[src/inc/dmam_pkg.sv]
// Package for the default memory attribute map and access ordering block
package dmam_pkg;

    // ********************************************************
    // Region boundaries (bases and the last private bus address)
    // ********************************************************
    localparam logic [31:0] DMAM_SRAM_BASE = 32'h2000_0000;
    localparam logic [31:0] DMAM_PERIPH_BASE = 32'h4000_0000;
    localparam logic [31:0] DMAM_EXTRAM_BASE = 32'h6000_0000;
    localparam logic [31:0] DMAM_EXTDEV_BASE = 32'hA000_0000;
    localparam logic [31:0] DMAM_PPB_BASE = 32'hE000_0000;
    localparam logic [31:0] DMAM_PPB_LAST = 32'hE00F_FFFF;

    // Reset value of the outstanding transaction count
    localparam logic [3:0] DMAM_OUTST_RESET = 4'h0;

    // ********************************************************
    // Types
    // ********************************************************
    typedef enum logic [1:0]
    {
        DMAM_MT_NONE = 2'h0,
        DMAM_MT_NORMAL = 2'h1,
        DMAM_MT_DEVICE = 2'h2,
        DMAM_MT_STRONG = 2'h3
    } dmam_mtype_t;

    typedef enum logic [2:0]
    {
        DMAM_RG_CODE = 3'h0,
        DMAM_RG_SRAM = 3'h1,
        DMAM_RG_PERIPH = 3'h2,
        DMAM_RG_EXTRAM = 3'h3,
        DMAM_RG_EXTDEV = 3'h4,
        DMAM_RG_PPB = 3'h5,
        DMAM_RG_RSVD = 3'h6
    } dmam_region_t;

    // Attributes of one address
    typedef struct packed
    {
        dmam_region_t region;
        dmam_mtype_t mtype;
        logic never_execute_attribute;
        logic bus_fault;
    } dmam_attr_t;

    // Override from the protection unit
    typedef struct packed
    {
        logic hit;
        dmam_mtype_t mtype;
        logic never_execute_attribute;
    } dmam_pu_t;

    // Barrier request kinds
    typedef struct packed
    {
        logic data_memory_barrier;
        logic data_sync_barrier;
        logic instruction_sync_barrier;
    } dmam_barrier_t;

    // Barrier engine states, one-hot
    typedef enum logic [3:0]
    {
        DMAM_ST_IDLE = 4'b0001,
        DMAM_ST_DMB = 4'b0010,
        DMAM_ST_DSB = 4'b0100,
        DMAM_ST_ISB = 4'b1000
    } dmam_state_t;

endpackage

[src/verilog/dmam_map.sv]
// Default memory attribute map with barrier and ordering control
// How it works
// - Below 0x2000_0000 is Code: Normal memory, executable.
// - 0x2000_0000 to 0x3FFF_FFFF is SRAM: Normal, executable.
// - 0x4000_0000 to 0x5FFF_FFFF is Peripheral: Device, never-execute.
// - 0x6000_0000 to 0x9FFF_FFFF is external RAM: Normal, executable.
// - 0xA000_0000 to 0xDFFF_FFFF is external device: Device, never-execute.
// - 0xE000_0000 to 0xE00F_FFFF is private bus: Strongly Ordered, never-execute.
// - Fetch from never-execute is blocked; fault only when that instruction executes.
// - Two Device or Strongly Ordered accesses are observed in program order.
// - Device writes may be buffered; Strongly Ordered writes never are.
// - Protection unit region settings override the default type and never-execute, except at reserved addresses.
// - Instructions are prefetched, including speculative branch target fetches.
// - Accesses may be reordered only without changing observable behaviour.
// - Accesses may be buffered or speculative across several buses.
// - Data memory barrier holds later transactions until outstanding ones complete.
// - Data sync barrier holds later instructions until outstanding ones complete.
// - Instruction sync barrier flushes prefetched state.
// - Vector update then data memory barrier: the new vector is fetched.
// - Priority change then data sync barrier: applies when barrier completes.
// - Instruction memory change then instruction sync barrier: new code runs.
// - Memory map switch then data sync barrier: new map used afterwards.
// - Strongly Ordered accesses stay ordered without a data memory barrier.
`timescale 1ns/1ps

module dmam_map
    import dmam_pkg::*;
#(
    parameter int OUTST_W = 4
)
(
    // Clock and reset
    input wire logic clk,
    input wire logic reset,
    // Protection unit overrides
    input wire dmam_pu_t pu_fetch,
    input wire dmam_pu_t pu_data,
    // Instruction fetch request from the core
    input wire logic fetch_req,
    input wire logic fetch_speculative,
    input wire logic [31:0] fetch_addr,
    output logic fetch_grant,
    output logic fetch_blocked,
    output dmam_attr_t fetch_attr_q,
    // Execute stage report of a fetched instruction
    input wire logic exec_valid,
    input wire logic exec_from_blocked,
    output logic exec_fault_q,
    // Data request from the core
    input wire logic data_req,
    input wire logic data_write,
    input wire logic [31:0] data_addr,
    output logic data_grant,
    output dmam_attr_t data_attr_q,
    output logic data_bufferable_q,
    output logic data_fault_q,
    // Completion of issued transactions from the slaves
    input wire logic txn_done,
    // Barrier requests and status
    input wire dmam_barrier_t barrier_req,
    output logic barrier_busy,
    output logic exec_hold,
    output logic prefetch_flush_q,
    output logic barrier_done_q
);

    // Refuse counter widths that the full check and reset value cannot serve
    if (OUTST_W < 2 || OUTST_W > 4)
    begin : g_bad_width
        $error("OUTST_W must be 2 to 4");
    end

    // ********************************************************
    // Address decode
    // ********************************************************

    // Fixed map decode, then protection unit override
    function automatic dmam_attr_t decode(input logic [31:0] a, input dmam_pu_t pu);
        dmam_attr_t r;
        r.bus_fault = 1'b0;
        if (a < DMAM_SRAM_BASE)
        begin
            r.region = DMAM_RG_CODE;
            r.mtype = DMAM_MT_NORMAL;
            r.never_execute_attribute = 1'b0;
        end
        else if (a < DMAM_PERIPH_BASE)
        begin
            r.region = DMAM_RG_SRAM;
            r.mtype = DMAM_MT_NORMAL;
            r.never_execute_attribute = 1'b0;
        end
        else if (a < DMAM_EXTRAM_BASE)
        begin
            r.region = DMAM_RG_PERIPH;
            r.mtype = DMAM_MT_DEVICE;
            r.never_execute_attribute = 1'b1;
        end
        else if (a < DMAM_EXTDEV_BASE)
        begin
            r.region = DMAM_RG_EXTRAM;
            r.mtype = DMAM_MT_NORMAL;
            r.never_execute_attribute = 1'b0;
        end
        else if (a < DMAM_PPB_BASE)
        begin
            r.region = DMAM_RG_EXTDEV;
            r.mtype = DMAM_MT_DEVICE;
            r.never_execute_attribute = 1'b1;
        end
        else if (a <= DMAM_PPB_LAST)
        begin
            r.region = DMAM_RG_PPB;
            r.mtype = DMAM_MT_STRONG;
            r.never_execute_attribute = 1'b1;
        end
        else
        begin
            r.region = DMAM_RG_RSVD;
            r.mtype = DMAM_MT_NONE;
            r.never_execute_attribute = 1'b1;
            r.bus_fault = 1'b1;
        end
        if (pu.hit && !r.bus_fault)
        begin
            r.mtype = pu.mtype;
            r.never_execute_attribute = pu.never_execute_attribute;
        end
        return r;
    endfunction

    dmam_attr_t fetch_attr;
    dmam_attr_t data_attr;
    assign fetch_attr = decode(fetch_addr, pu_fetch);
    assign data_attr = decode(data_addr, pu_data);

    // ********************************************************
    // Barrier engine
    // ********************************************************

    dmam_state_t state_q;
    dmam_state_t state_d;
    logic [OUTST_W-1:0] outst_q;
    logic ordered_q;
    logic drained;
    logic issue_data;
    logic ordered_access;

    assign drained = (outst_q == '0);
    assign ordered_access = (data_attr.mtype == DMAM_MT_DEVICE) ||
                            (data_attr.mtype == DMAM_MT_STRONG);

    // Next state of the barrier engine
    always_comb
    begin
        state_d = state_q;
        case (state_q)
            DMAM_ST_IDLE:
            begin
                if (barrier_req.data_sync_barrier)
                begin
                    state_d = DMAM_ST_DSB;
                end
                else if (barrier_req.data_memory_barrier)
                begin
                    state_d = DMAM_ST_DMB;
                end
                else if (barrier_req.instruction_sync_barrier)
                begin
                    state_d = DMAM_ST_ISB;
                end
            end
            DMAM_ST_DMB:
            begin
                if (drained)
                begin
                    state_d = DMAM_ST_IDLE;
                end
            end
            DMAM_ST_DSB:
            begin
                if (drained)
                begin
                    state_d = DMAM_ST_IDLE;
                end
            end
            // Flush takes one cycle
            DMAM_ST_ISB:
            begin
                state_d = DMAM_ST_IDLE;
            end
            default:
            begin
                state_d = DMAM_ST_IDLE;
            end
        endcase
    end

    // State register
    always_ff @(posedge clk or posedge reset)
    begin
        if (reset)
        begin
            state_q <= DMAM_ST_IDLE;
        end
        else
        begin
            state_q <= state_d;
        end
    end

    // no data issue during memory barrier
    assign barrier_busy = (state_q != DMAM_ST_IDLE);
    assign exec_hold = (state_q == DMAM_ST_DSB);

    // ordered access waits for earlier ordered one
    assign data_grant = data_req && !barrier_busy &&
                        !(ordered_access && ordered_q && !drained) &&
                        (outst_q != {OUTST_W{1'b1}});
    assign issue_data = data_grant && !data_attr.bus_fault;

    // Outstanding count; a completion in the issue cycle keeps it level
    always_ff @(posedge clk or posedge reset)
    begin
        if (reset)
        begin
            outst_q <= OUTST_W'(DMAM_OUTST_RESET);
        end
        else if (issue_data && !(txn_done && !drained))
        begin
            outst_q <= outst_q + OUTST_W'(1);
        end
        else if (!issue_data && txn_done && !drained)
        begin
            outst_q <= outst_q - OUTST_W'(1);
        end
    end

    // normal accesses may overlap; track ordered ones in flight
    always_ff @(posedge clk or posedge reset)
    begin
        if (reset)
        begin
            ordered_q <= 1'b0;
        end
        else if (issue_data)
        begin
            // A normal access must not hide an ordered one still in flight
            ordered_q <= ordered_access || (ordered_q && !drained);
        end
        else if (drained)
        begin
            ordered_q <= 1'b0;
        end
    end

    // Data attribute and fault outputs
    always_ff @(posedge clk or posedge reset)
    begin
        if (reset)
        begin
            data_attr_q <= '0;
            data_bufferable_q <= 1'b0;
            data_fault_q <= 1'b0;
        end
        else
        begin
            data_attr_q <= data_attr;
            data_bufferable_q <= data_grant && data_write &&
                                 (data_attr.mtype == DMAM_MT_DEVICE);
            data_fault_q <= data_grant && data_attr.bus_fault;
        end
    end

    // ********************************************************
    // Fetch path
    // ********************************************************

    // never-execute fetch never reaches the bus
    assign fetch_blocked = fetch_req && fetch_attr.never_execute_attribute;
    assign fetch_grant = fetch_req && !fetch_blocked && !exec_hold &&
                         !(fetch_speculative && state_q == DMAM_ST_ISB);

    // Fetch attributes
    always_ff @(posedge clk or posedge reset)
    begin
        if (reset)
        begin
            fetch_attr_q <= '0;
        end
        else
        begin
            fetch_attr_q <= fetch_attr;
        end
    end

    always_ff @(posedge clk or posedge reset)
    begin
        if (reset)
        begin
            exec_fault_q <= 1'b0;
        end
        else
        begin
            exec_fault_q <= exec_valid && exec_from_blocked && !exec_hold;
        end
    end

    always_ff @(posedge clk or posedge reset)
    begin
        if (reset)
        begin
            prefetch_flush_q <= 1'b0;
        end
        else
        begin
            prefetch_flush_q <= (state_q == DMAM_ST_ISB);
        end
    end

    // completion marks when new settings apply
    always_ff @(posedge clk or posedge reset)
    begin
        if (reset)
        begin
            barrier_done_q <= 1'b0;
        end
        else
        begin
            barrier_done_q <= barrier_busy && (state_d == DMAM_ST_IDLE);
        end
    end

endmodule

[config.mk]
export PLATFORM = sky130hd
export DESIGN_NAME = dmam_map
export DESIGN_NICKNAME = d
export VERILOG_FILES = /design/src/inc/dmam_pkg.sv /design/src/verilog/dmam_map.sv
export SDC_FILE = /design/constraint.sdc
export NUM_CORES = 1
export LEC_CHECK = 0
export BUFFER_PORTS_ARGS = -buffer_cell sky130_fd_sc_hd__buf_2
export CORE_MARGIN = 5
export CORE_UTILIZATION = 43
export DETAILED_ROUTE_END_ITERATION = 7
export PLACE_DENSITY = 0.9
export SLEW_MARGIN = 20
export SYNTH_ARGS = -nofsm -noshare
export SYNTH_HDL_FRONTEND = slang
export SYNTH_SLANG_ARGS = --single-unit
[constraint.sdc]
create_clock -name clk -period 3.9 [get_ports clk]
set_clock_uncertainty 0.15 [all_clocks]
set_input_delay 0.78 -clock clk [delete_from_list [all_inputs] [get_ports clk]]
set_output_delay 0.78 -clock clk [all_outputs]
set_load 0.01 [all_outputs]
Word level (Yosys, flattened, before mapping)
Cells that the tools add are included.
- reductions and logical operators: 40
- muxes and demuxes: 35
- $lt $le $gt $ge: 12
- equality and inequality tests: 9
- add/sub/neg operators: 2
- operators with widths (cell ; count):
    32-bit by 31-bit less-than comparator with 1-bit output (second input constant) ; 4
    32-bit less-than comparator (second input constant) ; 4
    32-bit <= comparator (second input constant) ; 2
    32-bit by 30-bit less-than comparator with 1-bit output (second input constant) ; 2
    6-bit 2-to-1 mux ; 8
    1-bit logical AND ; 24
    4-bit 2-to-1 mux ; 6
    5-bit 2-to-1 mux ; 4
    1-bit 2-to-1 mux ; 14
    1-bit zero test ; 10
    4-bit by 1-bit == test with 1-bit output (second input constant) ; 2
    4-bit one-hot mux with 2 select lines ; 1
    3-bit 2-to-1 mux ; 2
    4-bit by 1-bit adder with 4-bit output (second input constant) ; 1
    2-bit == test (second input constant) ; 2
    4-bit by 2-bit == test with 1-bit output (second input constant) ; 1
    4-bit by 3-bit == test with 1-bit output (second input constant) ; 1
    4-bit == test (second input constant) ; 1
    4-bit zero test ; 1
    4-bit by 1-bit inequality test with 1-bit output (second input constant) ; 1
    4-bit inequality test (second input constant) ; 1
    2-bit nonzero test ; 2
    4-bit by 1-bit subtractor with 4-bit output (second input constant) ; 1
    1-bit logical OR ; 2
    2-bit OR reduction ; 1
- output and inout port bits: 24
- bits in registers: 28

Depth between registers and ports, before layout
- word-level depth: 23
- depth in mapped cells: 11
- gate-level depth less buffers: 10

Least setup slack after synthesis
No wires, ideal clock.
- path type: input -> register
- start: input data_addr[23]
- end: register outst_q[3]
- required time: 3.626 ns
- setup slack: 1.042 ns
- cell stages on the path: 10
- data arrival time: 2.585 ns
- cell sequence: nor4_4 -> a311oi_4 -> nor3_4 -> nand2_1 -> ha_1 -> a21o_1 -> a21oi_1 -> nor2b_1 -> mux2i_1 -> xnor2_1
- RTL lines (what ; RTL line ; text):
    start: declaration ; dmam_map.sv:52 ; input wire logic [31:0] data_addr,
    end signal: assignment ; dmam_map.sv:227 ; outst_q <= OUTST_W'(DMAM_OUTST_RESET);
    end signal: assignment ; dmam_map.sv:231 ; outst_q <= outst_q + OUTST_W'(1);
    end signal: assignment ; dmam_map.sv:235 ; outst_q <= outst_q - OUTST_W'(1);
    end: declaration ; dmam_map.sv:143 ; logic [OUTST_W-1:0] outst_q;

==> flow_summary.json <==
{
  "synth_area_per_cell_um2": 10.4,
  "clkPwrFrac_pct": 19.1,
  "cap_viol_max_count": 0,
  "num-fill-cells": 290,
  "synthTopCellsByCount": "dfrtp_1 (27), nand2_1 (13), inv_1 (10), nor2_1 (10), nor3_1 (8)",
  "wirelength_met1_mm": 1.33,
  "place_hpwl_mm": 2.62,
  "synthAdderAreaFrac_pct": 3.17,
  "syn_inst": 137,
  "grt-ovfl-total": 0,
  "antenna_left": 0,
  "clock-root-buffer": "clkbuf_4",
  "p_int_uw": 638,
  "irDropWorstVdd_v": 0.000172,
  "postLayoutCellArea_mm2": 0.00185,
  "synth-simple-area-share_pct": 24.9,
  "layout_min_cycle_time_ns": 3.08,
  "cts_tree": "built",
  "clockBufferDepth": 2,
  "postCtsSetupRepairBufs": 0,
  "die_y_um": 67.4,
  "vias": 1232,
  "regArea_um2": 702,
  "start_util_pct": 45.7,
  "yosysTopAreaCell": "dfrtp_1",
  "synth_ff_type": "dfrtp_1",
  "place_area_mm2": 0.00180,
  "synthMuxAreaShare_pct": 2.29,
  "p_total_uw": 983,
  "drive_above_1_share_pct": 38.8,
  "core_area_mm2": 0.00310,
  "synth_cell_type_count": 46,
  "diodes": 0,
  "drt-total-wl_mm": 3.12,
  "setup_tns_ns": 0,
  "drv_slew": 0,
  "path_clk_slew_ns": 0.14,
  "wl_per_cell_um": 12.5,
  "pwr-share-seq_pct": 43.8,
  "wl_met3_um": 210,
  "period_share_pct": 78.9,
  "synth_top_family_by_area": "simple AND/OR/NAND/NOR gates",
  "first_pass_iters": 4,
  "cts.hold.buffers_added": 0,
  "grt_pass1_vias": 1147,
  "area_growth_pct": 30.6,
  "ys_ff_latch": 28,
  "yosys_warnings": 0,
  "htreeDepth": 1,
  "antenna_found_initial": 0,
  "p_switching_uw": 344,
  "ys_top_cells_by_area": "dfrtp_1 (48%), nand2_1 (3.4%), nor3_1 (2.8%), inv_1 (2.6%), nor2_1 (2.6%)",
  "cp_max_fo": 8,
  "p_per_area_mw_per_mm2": 530,
  "rows": 20,
  "p_leak_nw": 0.937,
  "gr-usage-all-layers_pct": 15.1,
  "synth_compound_area_share_pct": 13.3,
  "routed.top_layer": "met4",
  "grt_max_degree": 29,
  "die_area_mm2": 0.00455,
  "critPathRequiredTime_ns": 2.97,
  "grt_first_pass_wirelength_mm": 5.11,
  "cp.arrival_ns": 2.15,
  "status": "complete, no violations",
  "rsz0062_at_grt": "no",
  "synth-edff-count": 0,
  "clock-sinks": 28,
  "finalWeightedCongestion": 0.822,
  "layout.nets": 294,
  "slew-limit-headroom_pct": 63.2,
  "drc": 0,
  "syn_area_mm2": 0.00142,
  "clk_latency_ns": 0.33,
  "end_kind": "primary output",
  "yosysSeqAreaShare_pct": 49.5,
  "min_path_type": "in -> async",
  "startpoint_type": "primary input",
  "async_flop_share_pct": 100,
  "pwr-share-comb_pct": 37.1,
  "hold_viol": 0,
  "setup_viol": 0,
  "portBuffers": 67,
  "ios": 108,
  "dr_wl_met2_mm": 1.50,
  "post_cts_resize_count": 0,
  "multi_input_area_um2": 671,
  "swShare_pct": 35.1,
  "synth_xor_xnor_area_share_pct": 3.62,
  "die_w_um": 67.4,
  "tightest_slew_ns": 0.551,
  "critPathKind": "in -> out",
  "max_freq_mhz": 325,
  "synthesis.nets": 224,
  "routed_via_density": 4.93,
  "drtIter0Drc": 48,
  "yosysMostFrequentCell": "dfrtp_1",
  "synth_top_area_share_pct": 47.6,
  "cts-buffers-inserted": 3
}
[sequential cells by signal (all words and copies together), names as in the netlist]
register and count:
barrier_done_q 1, data_attr_q 7, data_bufferable_q 1, data_fault_q 1
exec_fault_q 1, fetch_attr_q 7, ordered_q 1, outst_q 4
prefetch_flush_q 1, state_q 4
[cell families (layout without fill, tap and decap cells)]
family                     count (synthesis)  in the layout
AOI/OAI and AO/OA                         25             25
xor gates and xnor gates                   5              5
adders and majority gates                  3              3
buffers and inverters                     12             81
DFF                                       28             28
muxes                                      3              3
and+or+nand+nor                           61             61
[metrics by stage]
stage          instances  setup WS (ns)  utilization (%)  hold WS, ns
6_report             250          0.823             59.7        0.325
5_1_grt              250          0.611             59.7        0.372
4_1_cts              250          0.816             59.7        0.407
3_5_place_dp         246          0.693             58.0        0.388
3_3_place_gp         246          0.784             58.0        0.369
2_1_floorplan        137           1.04                -        0.343
[worst max-delay path, cell delays in order]
cell	delay, ns
buf_2	0.11
nor4_4	0.30
a311oi_4	0.20
nor3_1	0.42
a31oi_1	0.16
buf_2	0.16
[routing by layer]
| layer | vias to the layer above | track usage [%] |
|---|---|---|
| met4 | 0 | 8.35 |
| met1 | 561 | 19.0 |
| met5 | - | 0 |
| li1 | 622 | - |
| met3 | 7 | 2.66 |
| met2 | 42 | 24.4 |
[power groups by stage]
stage               sequential (mW)  clock (mW)  combinational, mW
global route                  0.443       0.206              0.408
floorplan                     0.424           0              0.259
global placement              0.429           0              0.351
CTS                           0.431       0.191              0.370
detailed placement            0.437           0              0.370
finish                        0.430       0.188              0.364
[path summary, 6_finish.rpt]
| path | slack (ns) | start | depth (start not counted) | to |
|---|---|---|---|---|
| worst min-delay path | 0.32 | reset | 2 | data_attr_q[5]$_DFF_PP0_ |
| min in group clk | 0.42 | outst_q[3]$_DFFE_PP0P_ | 1 | outst_q[3]$_DFFE_PP0P_ |
| worst max register to register | 1.04 | outst_q[1]$_DFFE_PP0P_ | 10 | outst_q[3]$_DFFE_PP0P_ |
| worst max-delay path | 0.82 | data_addr[23] | 6 | data_grant |
| max in group asynchronous | 2.90 | reset | 2 | state_q[0]$_DFF_PP1_ |
| worst min register to register | 0.42 | outst_q[3]$_DFFE_PP0P_ | 1 | outst_q[3]$_DFFE_PP0P_ |
[cell usage in the layout (no fill, tap or decap), types with 2 or more instances in the layout]
cell type	count
a211oi_1	2
a21oi_1	4
a31oi_1	2
and2_1	2
and3_1	2
buf_2	67
clkbuf_4	3
dfrtp_1	27
ha_1	2
inv_1	9
mux2_1	2
nand2_1	13
nand2b_1	3
nand3_1	2
nor2_1	10
nor2b_1	6
nor3_1	8
nor3b_1	2
nor4_1	2
nor4b_1	2
o21ai_0	7
xor2_1	3
[cell type report]
type                            count  area share (%)
Clock buffer                        3            1.22
Tap cell                           44            2.97
Sequential cell                    28            37.9
Clock inverter                      1            1.62
Timing Repair Buffer               67            18.1
Inverter                           10            2.03
Multi-Input combinational cell     97            36.2
No activity file was read; power rests on OpenSTA's default activity.
